### src/hdl/rsxsa_pkg.sv
// Package with opcodes, register map, field positions and reset values for the ALU group.
// Summary of operation
// - Rotate right via carry shifts the file register right; only carry changes.
// - Destination bit 0 writes the accumulator, 1 writes the file register (0 to 127).
// - Sleep clears the power-down flag and sets the watchdog expiry flag.
// - Sleep resets the watchdog counter and its prescaler to zero.
// - After sleep the core enters low-power state with the oscillator halted.
// - Literal minus accumulator, two's complement, into accumulator; affects C, DC, Z.
// - File minus accumulator, two's complement, to selected destination; affects C, DC, Z.
// - Carry is 1 when accumulator <= other operand; half carry likewise on bits 3:0.
// - Literal XOR accumulator into accumulator; only zero flag updates.
// - Accumulator XOR file register to selected destination; only zero flag updates.
// - Nibble swap of file register to selected destination; no flags change.
package rsxsa_pkg;

  localparam int DATA_W = 8;
  localparam int FADDR_W = 7;
  localparam int OP_W = 3;
  localparam int BUS_ADDR_W = 8;

  localparam logic [OP_W-1:0] OP_NOP = 3'h0;
  localparam logic [OP_W-1:0] OP_ROTATE_RIGHT_VIA_CARRY = 3'h1;
  localparam logic [OP_W-1:0] OP_SUBTRACT_W_FROM_LITERAL = 3'h2;
  localparam logic [OP_W-1:0] OP_SUBTRACT_W_FROM_FILE = 3'h3;
  localparam logic [OP_W-1:0] OP_XOR_LITERAL_INTO_ACC = 3'h4;
  localparam logic [OP_W-1:0] OP_XOR_ACC_WITH_FILE = 3'h5;
  localparam logic [OP_W-1:0] OP_NIBBLE_SWAP_FILE = 3'h6;
  localparam logic [OP_W-1:0] OP_SLEEP = 3'h7;

  localparam logic DEST_ACC = 1'h0;
  localparam logic DEST_FILE = 1'h1;

  localparam logic [BUS_ADDR_W-1:0] ADDR_FILE_LAST = 8'h7F;
  localparam logic [BUS_ADDR_W-1:0] ADDR_ACC = 8'h80;
  localparam logic [BUS_ADDR_W-1:0] ADDR_STATUS = 8'h81;
  localparam logic [BUS_ADDR_W-1:0] ADDR_WDT_COUNT = 8'h82;
  localparam logic [BUS_ADDR_W-1:0] ADDR_WDT_PRESCALE = 8'h83;
  localparam logic [BUS_ADDR_W-1:0] ADDR_CONTROL = 8'h84;

  localparam int ST_CARRY = 0;
  localparam int ST_HALF_CARRY = 1;
  localparam int ST_ZERO = 2;
  localparam int ST_POWER_DOWN = 3;
  localparam int ST_WDT_EXPIRY = 4;
  localparam int CTL_WDT_ENABLE = 0;
  localparam int CTL_SLEEPING = 1;

  localparam logic [DATA_W-1:0] ACC_RESET = 8'h00;
  localparam logic FLAG_RESET = 1'h0;
  localparam logic POWER_DOWN_RESET = 1'h1;
  localparam logic WDT_EXPIRY_RESET = 1'h1;
  localparam logic WDT_ENABLE_RESET = 1'h0;
  localparam int WDT_PRESCALE_W = 8;
  localparam int WDT_COUNT_W = 8;

endpackage : rsxsa_pkg

### src/hdl/rsxsa_sync.sv
// Two-flop synchroniser for levels arriving from outside the clock domain.
module rsxsa_sync #(
  parameter int WIDTH = 1
) (
  // Clock and reset.
  input wire logic ref_clk_in,
  input wire logic rst_in,
  // Asynchronous level in, synchronised level out.
  input wire logic [WIDTH-1:0] async_in,
  output logic [WIDTH-1:0] sync_out
);

  logic [WIDTH-1:0] meta_reg;

  if (WIDTH < 1) begin : g_chk
    $error("rsxsa_sync needs WIDTH of at least one");
  end

  always_ff @(posedge ref_clk_in) begin
    if (rst_in) begin
      meta_reg <= '0;
      sync_out <= '0;
    end else begin
      meta_reg <= async_in;
      sync_out <= meta_reg;
    end
  end

endmodule : rsxsa_sync

### src/hdl/rsxsa_sub.sv
// Two's complement subtractor with borrow-style carry and half carry.
module rsxsa_sub #(
  parameter int WIDTH = 8
) (
  // Operands: the result is minuend minus subtrahend.
  input wire logic [WIDTH-1:0] minuend_in,
  input wire logic [WIDTH-1:0] subtrahend_in,
  // Difference and flags.
  output logic [WIDTH-1:0] diff_out,
  output logic carry_out,
  output logic half_carry_out
);

  logic [WIDTH:0] full_sum;
  logic [4:0] low_sum;

  if (WIDTH < 5) begin : g_chk
    $error("rsxsa_sub needs WIDTH of at least five");
  end

  // Adding the complement plus one leaves carry high when no borrow occurs.
  assign full_sum = {1'b0, minuend_in} + {1'b0, ~subtrahend_in} + {{WIDTH{1'b0}}, 1'b1};
  assign low_sum = {1'b0, minuend_in[3:0]} + {1'b0, ~subtrahend_in[3:0]} + 5'h01;
  assign diff_out = full_sum[WIDTH-1:0];
  assign carry_out = full_sum[WIDTH];
  assign half_carry_out = low_sum[4];

endmodule : rsxsa_sub

### src/hdl/rsxsa_top.sv
// Execution unit for rotate, subtract, exclusive OR, nibble swap and sleep instructions.
module rsxsa_top
  import rsxsa_pkg::*;
#(
  parameter int FILE_WORDS = 128,
  parameter int PRESCALE_W = WDT_PRESCALE_W,
  parameter int COUNT_W = WDT_COUNT_W
) (
  // Clock and reset.
  input wire logic ref_clk_in,
  input wire logic rst_in,
  // Instruction from the decoder.
  input wire logic instr_valid_in,
  input wire logic [OP_W-1:0] instr_op_in,
  input wire logic [FADDR_W-1:0] instr_file_in,
  input wire logic instr_dest_in,
  input wire logic [DATA_W-1:0] instr_literal_in,
  // Instruction answer.
  output logic instr_ready_out,
  output logic instr_done_out,
  // Register port.
  input wire logic [BUS_ADDR_W-1:0] bus_addr_in,
  input wire logic [DATA_W-1:0] bus_wdata_in,
  input wire logic bus_wr_in,
  input wire logic bus_rd_in,
  output logic [DATA_W-1:0] bus_rdata_out,
  // Wake pin and power control.
  input wire logic wake_pin_in,
  output logic osc_run_out,
  output logic wdt_reset_out,
  // Core state.
  output logic [DATA_W-1:0] acc_out,
  output logic [DATA_W-1:0] status_out
);

  if (FILE_WORDS < 1 || FILE_WORDS > 128) begin : g_chk_file
    $error("FILE_WORDS must lie between 1 and 128");
  end
  if (PRESCALE_W < 1 || PRESCALE_W > DATA_W) begin : g_chk_pre
    $error("PRESCALE_W must lie between 1 and 8");
  end
  if (COUNT_W < 1 || COUNT_W > DATA_W) begin : g_chk_cnt
    $error("COUNT_W must lie between 1 and 8");
  end

  typedef enum logic [0:0] {
    PWR_RUN,
    PWR_SLEEP
  } rsxsa_pwr_e;

  rsxsa_pwr_e pwr_reg;
  rsxsa_pwr_e pwr_next;

  logic [DATA_W-1:0] file_mem [FILE_WORDS];
  logic [DATA_W-1:0] acc_reg;
  logic carry_reg;
  logic half_carry_reg;
  logic zero_reg;
  logic power_down_flag_reg;
  logic watchdog_expiry_flag_reg;
  logic wdt_enable_reg;
  logic [PRESCALE_W-1:0] prescale_reg;
  logic [COUNT_W-1:0] watchdog_counter_reg;
  logic wake_sync;

  logic exec;
  logic file_hit;
  logic [DATA_W-1:0] file_data;
  logic [DATA_W-1:0] result;
  logic wr_acc;
  logic wr_file;
  logic upd_carry;
  logic upd_half;
  logic upd_zero;
  logic carry_new;
  logic half_new;
  logic is_sleep;
  logic [DATA_W-1:0] sub_minuend;
  logic [DATA_W-1:0] sub_diff;
  logic sub_carry;
  logic sub_half;
  logic prescale_wrap;
  logic wdt_overflow;
  logic bus_wr_file;
  logic [DATA_W-1:0] status_word;
  logic [DATA_W-1:0] control_word;
  logic [DATA_W-1:0] rd_mux;

  rsxsa_sync #(
    .WIDTH(1)
  ) u_wake_sync (
    .ref_clk_in(ref_clk_in),
    .rst_in(rst_in),
    .async_in(wake_pin_in),
    .sync_out(wake_sync)
  );

  // Instructions are taken only while the core runs.
  assign exec = instr_valid_in && (pwr_reg == PWR_RUN);
  assign file_hit = 32'(instr_file_in) < FILE_WORDS;
  assign file_data = file_hit ? file_mem[instr_file_in] : 8'h00;

  // Subtraction takes the literal or the file register as minuend.
  assign sub_minuend = (instr_op_in == OP_SUBTRACT_W_FROM_LITERAL) ? instr_literal_in : file_data;

  rsxsa_sub #(
    .WIDTH(DATA_W)
  ) u_sub (
    .minuend_in(sub_minuend),
    .subtrahend_in(acc_reg),
    .diff_out(sub_diff),
    .carry_out(sub_carry),
    .half_carry_out(sub_half)
  );

  // Instruction decode into result, destination and flag updates.
  always_comb begin
    result = acc_reg;
    wr_acc = 1'b0;
    wr_file = 1'b0;
    upd_carry = 1'b0;
    upd_half = 1'b0;
    upd_zero = 1'b0;
    carry_new = carry_reg;
    half_new = half_carry_reg;
    is_sleep = 1'b0;
    unique case (instr_op_in)
      OP_ROTATE_RIGHT_VIA_CARRY: begin
        result = {carry_reg, file_data[DATA_W-1:1]};
        carry_new = file_data[0];
        upd_carry = 1'b1;
        wr_acc = (instr_dest_in == DEST_ACC);
        wr_file = (instr_dest_in == DEST_FILE);
      end
      OP_SUBTRACT_W_FROM_LITERAL: begin
        result = sub_diff;
        carry_new = sub_carry;
        half_new = sub_half;
        upd_carry = 1'b1;
        upd_half = 1'b1;
        upd_zero = 1'b1;
        wr_acc = 1'b1;
      end
      OP_SUBTRACT_W_FROM_FILE: begin
        result = sub_diff;
        carry_new = sub_carry;
        half_new = sub_half;
        upd_carry = 1'b1;
        upd_half = 1'b1;
        upd_zero = 1'b1;
        wr_acc = (instr_dest_in == DEST_ACC);
        wr_file = (instr_dest_in == DEST_FILE);
      end
      OP_XOR_LITERAL_INTO_ACC: begin
        result = acc_reg ^ instr_literal_in;
        upd_zero = 1'b1;
        wr_acc = 1'b1;
      end
      OP_XOR_ACC_WITH_FILE: begin
        result = acc_reg ^ file_data;
        upd_zero = 1'b1;
        wr_acc = (instr_dest_in == DEST_ACC);
        wr_file = (instr_dest_in == DEST_FILE);
      end
      OP_NIBBLE_SWAP_FILE: begin
        result = {file_data[3:0], file_data[7:4]};
        wr_acc = (instr_dest_in == DEST_ACC);
        wr_file = (instr_dest_in == DEST_FILE);
      end
      OP_SLEEP: begin
        is_sleep = 1'b1;
      end
      default: begin
        result = acc_reg;
      end
    endcase
  end

  // File register array: an executed instruction wins over a bus write.
  assign bus_wr_file = bus_wr_in && (bus_addr_in <= ADDR_FILE_LAST)
    && (32'(bus_addr_in) < FILE_WORDS);

  always_ff @(posedge ref_clk_in) begin
    if (exec && wr_file && file_hit) begin
      file_mem[instr_file_in] <= result;
    end else if (bus_wr_file) begin
      file_mem[bus_addr_in[FADDR_W-1:0]] <= bus_wdata_in;
    end
  end

  // Accumulator.
  always_ff @(posedge ref_clk_in) begin
    if (rst_in) begin
      acc_reg <= ACC_RESET;
    end else if (exec && wr_acc) begin
      acc_reg <= result;
    end else if (bus_wr_in && bus_addr_in == ADDR_ACC) begin
      acc_reg <= bus_wdata_in;
    end
  end

  // Arithmetic flags: instruction updates win over a bus write.
  always_ff @(posedge ref_clk_in) begin
    if (rst_in) begin
      carry_reg <= FLAG_RESET;
      half_carry_reg <= FLAG_RESET;
      zero_reg <= FLAG_RESET;
    end else begin
      if (exec && upd_carry) begin
        carry_reg <= carry_new;
      end else if (bus_wr_in && bus_addr_in == ADDR_STATUS) begin
        carry_reg <= bus_wdata_in[ST_CARRY];
      end
      if (exec && upd_half) begin
        half_carry_reg <= half_new;
      end else if (bus_wr_in && bus_addr_in == ADDR_STATUS) begin
        half_carry_reg <= bus_wdata_in[ST_HALF_CARRY];
      end
      if (exec && upd_zero) begin
        zero_reg <= (result == 8'h00);
      end else if (bus_wr_in && bus_addr_in == ADDR_STATUS) begin
        zero_reg <= bus_wdata_in[ST_ZERO];
      end
    end
  end

  // Power flags change only by hardware events.
  always_ff @(posedge ref_clk_in) begin
    if (rst_in) begin
      power_down_flag_reg <= POWER_DOWN_RESET;
      watchdog_expiry_flag_reg <= WDT_EXPIRY_RESET;
    end else if (exec && is_sleep) begin
      power_down_flag_reg <= 1'b0;
      watchdog_expiry_flag_reg <= 1'b1;
    end else if (wdt_overflow) begin
      watchdog_expiry_flag_reg <= 1'b0;
    end
  end

  // Control register.
  always_ff @(posedge ref_clk_in) begin
    if (rst_in) begin
      wdt_enable_reg <= WDT_ENABLE_RESET;
    end else if (bus_wr_in && bus_addr_in == ADDR_CONTROL) begin
      wdt_enable_reg <= bus_wdata_in[CTL_WDT_ENABLE];
    end
  end

  // Watchdog prescaler and counter.
  assign prescale_wrap = wdt_enable_reg && (prescale_reg == {PRESCALE_W{1'b1}});
  assign wdt_overflow = prescale_wrap && (watchdog_counter_reg == {COUNT_W{1'b1}})
    && !(exec && is_sleep);

  always_ff @(posedge ref_clk_in) begin
    if (rst_in) begin
      prescale_reg <= '0;
      watchdog_counter_reg <= '0;
    end else if (exec && is_sleep) begin
      prescale_reg <= '0;
      watchdog_counter_reg <= '0;
    end else if (wdt_enable_reg) begin
      prescale_reg <= prescale_reg + {{(PRESCALE_W-1){1'b0}}, 1'b1};
      if (prescale_wrap) begin
        watchdog_counter_reg <= watchdog_counter_reg + {{(COUNT_W-1){1'b0}}, 1'b1};
      end
    end
  end

  // Power state: sleep halts the oscillator until a wake pin or watchdog overflow.
  always_comb begin
    pwr_next = pwr_reg;
    unique case (pwr_reg)
      PWR_RUN: begin
        if (exec && is_sleep) begin
          pwr_next = PWR_SLEEP;
        end
      end
      PWR_SLEEP: begin
        if (wake_sync || wdt_overflow) begin
          pwr_next = PWR_RUN;
        end
      end
    endcase
  end

  always_ff @(posedge ref_clk_in) begin
    if (rst_in) begin
      pwr_reg <= PWR_RUN;
    end else begin
      pwr_reg <= pwr_next;
    end
  end

  // Register port read data, valid only in the cycle after the strobe.
  assign status_word = {3'h0, watchdog_expiry_flag_reg, power_down_flag_reg,
    zero_reg, half_carry_reg, carry_reg};
  assign control_word = {6'h00, (pwr_reg == PWR_SLEEP), wdt_enable_reg};

  always_comb begin
    rd_mux = 8'h00;
    if (bus_addr_in <= ADDR_FILE_LAST) begin
      if (32'(bus_addr_in) < FILE_WORDS) begin
        rd_mux = file_mem[bus_addr_in[FADDR_W-1:0]];
      end
    end else begin
      unique case (bus_addr_in)
        ADDR_ACC: rd_mux = acc_reg;
        ADDR_STATUS: rd_mux = status_word;
        ADDR_WDT_COUNT: rd_mux = DATA_W'(watchdog_counter_reg);
        ADDR_WDT_PRESCALE: rd_mux = DATA_W'(prescale_reg);
        ADDR_CONTROL: rd_mux = control_word;
        default: rd_mux = 8'h00;
      endcase
    end
  end

  always_ff @(posedge ref_clk_in) begin
    if (rst_in) begin
      bus_rdata_out <= 8'h00;
    end else if (bus_rd_in) begin
      bus_rdata_out <= rd_mux;
    end else begin
      bus_rdata_out <= 8'h00;
    end
  end

  // Instruction handshake outputs.
  always_ff @(posedge ref_clk_in) begin
    if (rst_in) begin
      instr_done_out <= 1'b0;
      instr_ready_out <= 1'b0;
    end else begin
      instr_done_out <= exec;
      instr_ready_out <= (pwr_next == PWR_RUN);
    end
  end

  // Oscillator run and watchdog reset request.
  always_ff @(posedge ref_clk_in) begin
    if (rst_in) begin
      osc_run_out <= 1'b1;
      wdt_reset_out <= 1'b0;
    end else begin
      osc_run_out <= (pwr_next == PWR_RUN);
      wdt_reset_out <= wdt_overflow && (pwr_reg == PWR_RUN);
    end
  end

  // Mirrors of core state.
  always_ff @(posedge ref_clk_in) begin
    if (rst_in) begin
      acc_out <= ACC_RESET;
      status_out <= {3'h0, WDT_EXPIRY_RESET, POWER_DOWN_RESET, 3'h0};
    end else begin
      acc_out <= acc_reg;
      status_out <= status_word;
    end
  end

endmodule : rsxsa_top

### config.mk
export PLATFORM = sky130hd
export DESIGN_NAME = rsxsa_top
export DESIGN_NICKNAME = d
export VERILOG_FILES = /design/src/hdl/rsxsa_pkg.sv /design/src/hdl/rsxsa_sync.sv /design/src/hdl/rsxsa_sub.sv /design/src/hdl/rsxsa_top.sv
export SDC_FILE = /design/constraint.sdc
export NUM_CORES = 2
export LEC_CHECK = 0
export BUFFER_PORTS_ARGS = -buffer_cell sky130_fd_sc_hd__buf_4
export CORE_MARGIN = 2
export CORE_UTILIZATION = 35
export CTS_BUF_LIST = sky130_fd_sc_hd__clkbuf_8
export DETAILED_ROUTE_END_ITERATION = 16
export REMOVE_ABC_BUFFERS = 1
export SLEW_MARGIN = 20
export SYNTH_ARGS = -nofsm -noshare
export SYNTH_HDL_FRONTEND = slang
export SYNTH_SLANG_ARGS = --single-unit
export TNS_END_PERCENT = 1
### constraint.sdc
create_clock -name ref_clk_in -period 25.7 [get_ports ref_clk_in]
set_clock_uncertainty 0.1 [all_clocks]
set_input_delay 5.14 -clock ref_clk_in [delete_from_list [all_inputs] [get_ports ref_clk_in]]
set_output_delay 5.14 -clock ref_clk_in [all_outputs]
set_load 0.01 [all_outputs]
==> flow_summary_export.csv <==
group,metric,value,unit
outcome,status,"finished clean",
flow_run,max_cap_violations,0,
setup_path,cells_along_the_critical_path,"buf_4 -> buf_4 -> buf_4 -> nor2b_4 -> buf_4 -> a22oi_1 -> a21oi_1 -> o21ai_0 -> a21oi_1 -> a22oi_2 -> nand2_1 -> nand2_1 -> ha_1 -> nor2b_1 -> o21ai_0 -> nand2b_1 -> a21o_1 -> a31o_2 -> a2111oi_0 -> a21oi_1 -> a211oi_1 -> mux2_4 -> buf_4",
cells_and_area,layout_commonest_cell,"sky130_fd_sc_hd__edfxtp_1",
global_routing,groute.layer.met3.usage,5.97,%
timing,post_route_fraction_of_the_period_consumed_by_the_critical_path,49.3,%
setup_path,worstPathRequired,26.15,ns
global_routing,met2_resource_use_gr,34.9,%
clock_network,clockBufferDepth,3,
synth,synth-async-reset-ratio,0,%
cells_and_area,max_flop_register,"file_mem",
placement,numPortBuffers,65,
timing,tightest_slew,1.27,ns
synth,number_of_enable_type_register_cells_in_the_synthesized_netlist,1024,
global_routing,grt_overflow_total,0,
cells_and_area,layout.filler_cells,13500,
clock_network,cts_tree,"yes",
setup_path,crit_path_max_incr_delay,0.85,ns
timing,period_needed,12.67,ns
setup_path,worst-endpoint-arrival,13.12,ns
synth,postSynthAreaPerCell,17.7,um^2
floorplan,rows,141,
timing,setup_viol,0,
synth,synth_cells,2953,
timing,fin_setup_tns,0,ns
pwr,power-per-cell-area,67.6,nW/um^2
pwr,peakVddDrop,0.0000550,V
global_routing,grt_busiest_layer,"met2",
clock_network,source_to_sink_clock_delay_at_the_later_pin_of_the_worst_skew_pair,0.92,ns
clock_network,clkSlewWorstSetupHoldPaths,0.06,ns
clock_network,clock-root-buffer,"sky130_fd_sc_hd__clkbuf_8",
timing,max_slew_violation_total_from_the_final_report,0,
placement,gp_congestion,0.948,
route,wire_per_inst,33.9,um
floorplan,die_height,391,um
synth,most_used_dff_post_synth,"sky130_fd_sc_hd__edfxtp_1",
floorplan,initial_utilization,35.4,%
setup_path,buffering_stage_count_on_the_worst_path_with_inverters_included,5,
timing,max_freq,78.9,MHz
global_routing,grt_pass1_wl,242,mm
cells_and_area,largest_register_ffs,1024,
cells_and_area,post_route_cells_drive_above_1_share,30.7,%
setup_path,worstPathMaxFanout,95,
synth,synth-seq-cells,1082,
setup_path,worstSetupStartpointType,"primary input",
cells_and_area,seq_area,31900,um^2
timing,grt_setup_unrepaired,"no",
synth,synth-warning-count,0,
route,post_drt_via_cell_ratio,6.23,
setup_path,critPathSlowestCell,"sky130_fd_sc_hd__nor2b_4",
synth,post_synth_num_cell_types,92,
setup_path,path_common_cell,"sky130_fd_sc_hd__buf_4",
clock_network,cts.htree.levels,4,
global_routing,gr-usage-all-layers,22.5,%
global_routing,initial_antenna_violation_count,6,
placement,place_hpwl,112,mm
global_routing,groute.layer.met1.usage,30.3,%
setup_path,critical_path_cell_count,23,
timing,slew_headroom,15.3,%
floorplan,core,148000,um^2
timing,final.hold.worst_slack,0.348,ns
cells_and_area,design.final.nets,3099,
route,firstDrtPassIters,6,
global_routing,number_of_global_route_vias_before_repair,31200,
cells_and_area,multi_input_gate_area_in_the_final_layout,19200,um^2
setup_path,path_depth_of_the_worst_reg2reg_path,17,
cells_and_area,areaGrowthSynthToFinish,10.6,%
worst_hold_path,min_path_cells,1,
route,detailroute.via_count,31800,
clock_network,cts_buffers,178,
clock_network,ctsHoldBuffers,0,
worst_hold_path,timing.hold.worst.class,"flop to flop",
route,post_detailed_route_drc_marker_count,0,
clock_network,cts.repair_timing.setup_buffer_count,0,
route,detail-route-antenna-nets,0,
clock_network,cts_resized,0,
floorplan,die-area,153000,um^2
synth,mappedNetlistArea,52400,um^2
route,totalWireLength,173,mm
synth,seq_area_frac_synth,60.9,%
clock_network,clock-sinks,1082,
global_routing,grt_max_degree,118,
floorplan,number_of_top_level_pins,69,
floorplan,die_w,391,um
timing,hold_violations,0,
cells_and_area,final_core_util,39.1,%
setup_path,worstSetupEndpointType,"flop",
setup_path,crit_type,"primary input to flop",
cells_and_area,most-common-layout-cells,"1024 x sky130_fd_sc_hd__edfxtp_1, 494 x sky130_fd_sc_hd__mux4_2, 185 x sky130_fd_sc_hd__mux2i_1, 185 x sky130_fd_sc_hd__clkbuf_8, 178 x sky130_fd_sc_hd__nor2_1",
pwr,leakage,0.0186,uW
route,drt-initial-drc-count,4450,
setup_path,critical-path-top-delay-family,"compound AO/OA/AOI/OAI gates",
==> worst paths after layout <==
path | start | end | slack (ns)
worst min register to register | u_wake_sync.meta_reg | u_wake_sync.sync_out | 0.35
worst max-delay path | instr_file_in[2] | file_mem[122][7] | 13.03
worst max register to register | file_mem[17][2] | file_mem[122][7] | 18.91
worst min-delay path | u_wake_sync.meta_reg | u_wake_sync.sync_out | 0.35
==> synthesized netlist by cell type (21+ instances only) <==
master / instances / share of area (%)
sky130_fd_sc_hd__mux4_1: 24 / 1.2
sky130_fd_sc_hd__edfxtp_1: 1024 / 59
sky130_fd_sc_hd__o21ai_0: 28 / 0.27
sky130_fd_sc_hd__nor2_1: 222 / 1.6
sky130_fd_sc_hd__nand2_1: 122 / 0.87
sky130_fd_sc_hd__clkbuf_1: 113 / 0.81
sky130_fd_sc_hd__mux2i_1: 185 / 3.5
sky130_fd_sc_hd__buf_6: 21 / 0.45
sky130_fd_sc_hd__mux4_2: 494 / 21
sky130_fd_sc_hd__or2_2: 22 / 0.26
sky130_fd_sc_hd__dfxtp_1: 58 / 2.2
sky130_fd_sc_hd__a22oi_1: 77 / 1.1
sky130_fd_sc_hd__nor2b_1: 25 / 0.30
sky130_fd_sc_hd__a21oi_1: 48 / 0.46
sky130_fd_sc_hd__buf_1: 40 / 0.29
sky130_fd_sc_hd__nand3_1: 44 / 0.42
==> layout make-up <==
class                      instances  share of cell area, %
clock inverter                   128                   1.11
antenna                            5                 0.0216
clock buffer                     184                   4.37
multi-input combinational       1618                   33.1
sequential                      1082                   55.1
tap                             1930                   4.17
inverter                          22                  0.143
timing repair buffer             144                   1.97
==> cell families (layout without fill, tap and decap cells) <==
logic type                 Yosys count  after routing  share of synthesized area [%]
DFF                               1082           1082                           60.9
muxes                              723            723                           26.4
and+or+nand+nor                    552            552                           4.91
AOI/OAI and AO/OA                  305            305                           4.23
buffers and inverters              255            478                           2.88
xor gates and xnor gates            23             23                          0.384
adders and majority gates           12             12                          0.301
other                                1              8                        0.00716
==> power breakdown <==
group / leakage (uW) / switching, uW / internal [uW]
clock network: 0.00183 / 708 / 692
logic: 0.00702 / 335 / 150
registers: 0.00972 / 5.64 / 2030
==> metrics by stage <==
step | power (uW) | cells | cell area, um^2 | worst slack, ns
global route | 4030 | 5110 | 57900 | 12.82
global placement | 2540 | 4796 | 54600 | 12.21
detailed placement | 2540 | 4796 | 54700 | 12.32
CTS | 3920 | 5108 | 57900 | 13.26
finish | 3920 | 5113 | 57900 | 13.03
floorplan | 2310 | 2722 | 51000 | 12.34
==> metal layers <==
layer  part of all wire, %  wire length, um
met1                    39            67700
met2                    46            79700
met3                    11            18900
met4                   4.1             7160
met5                0.0058               10
(Power assumes the default switching activity.)
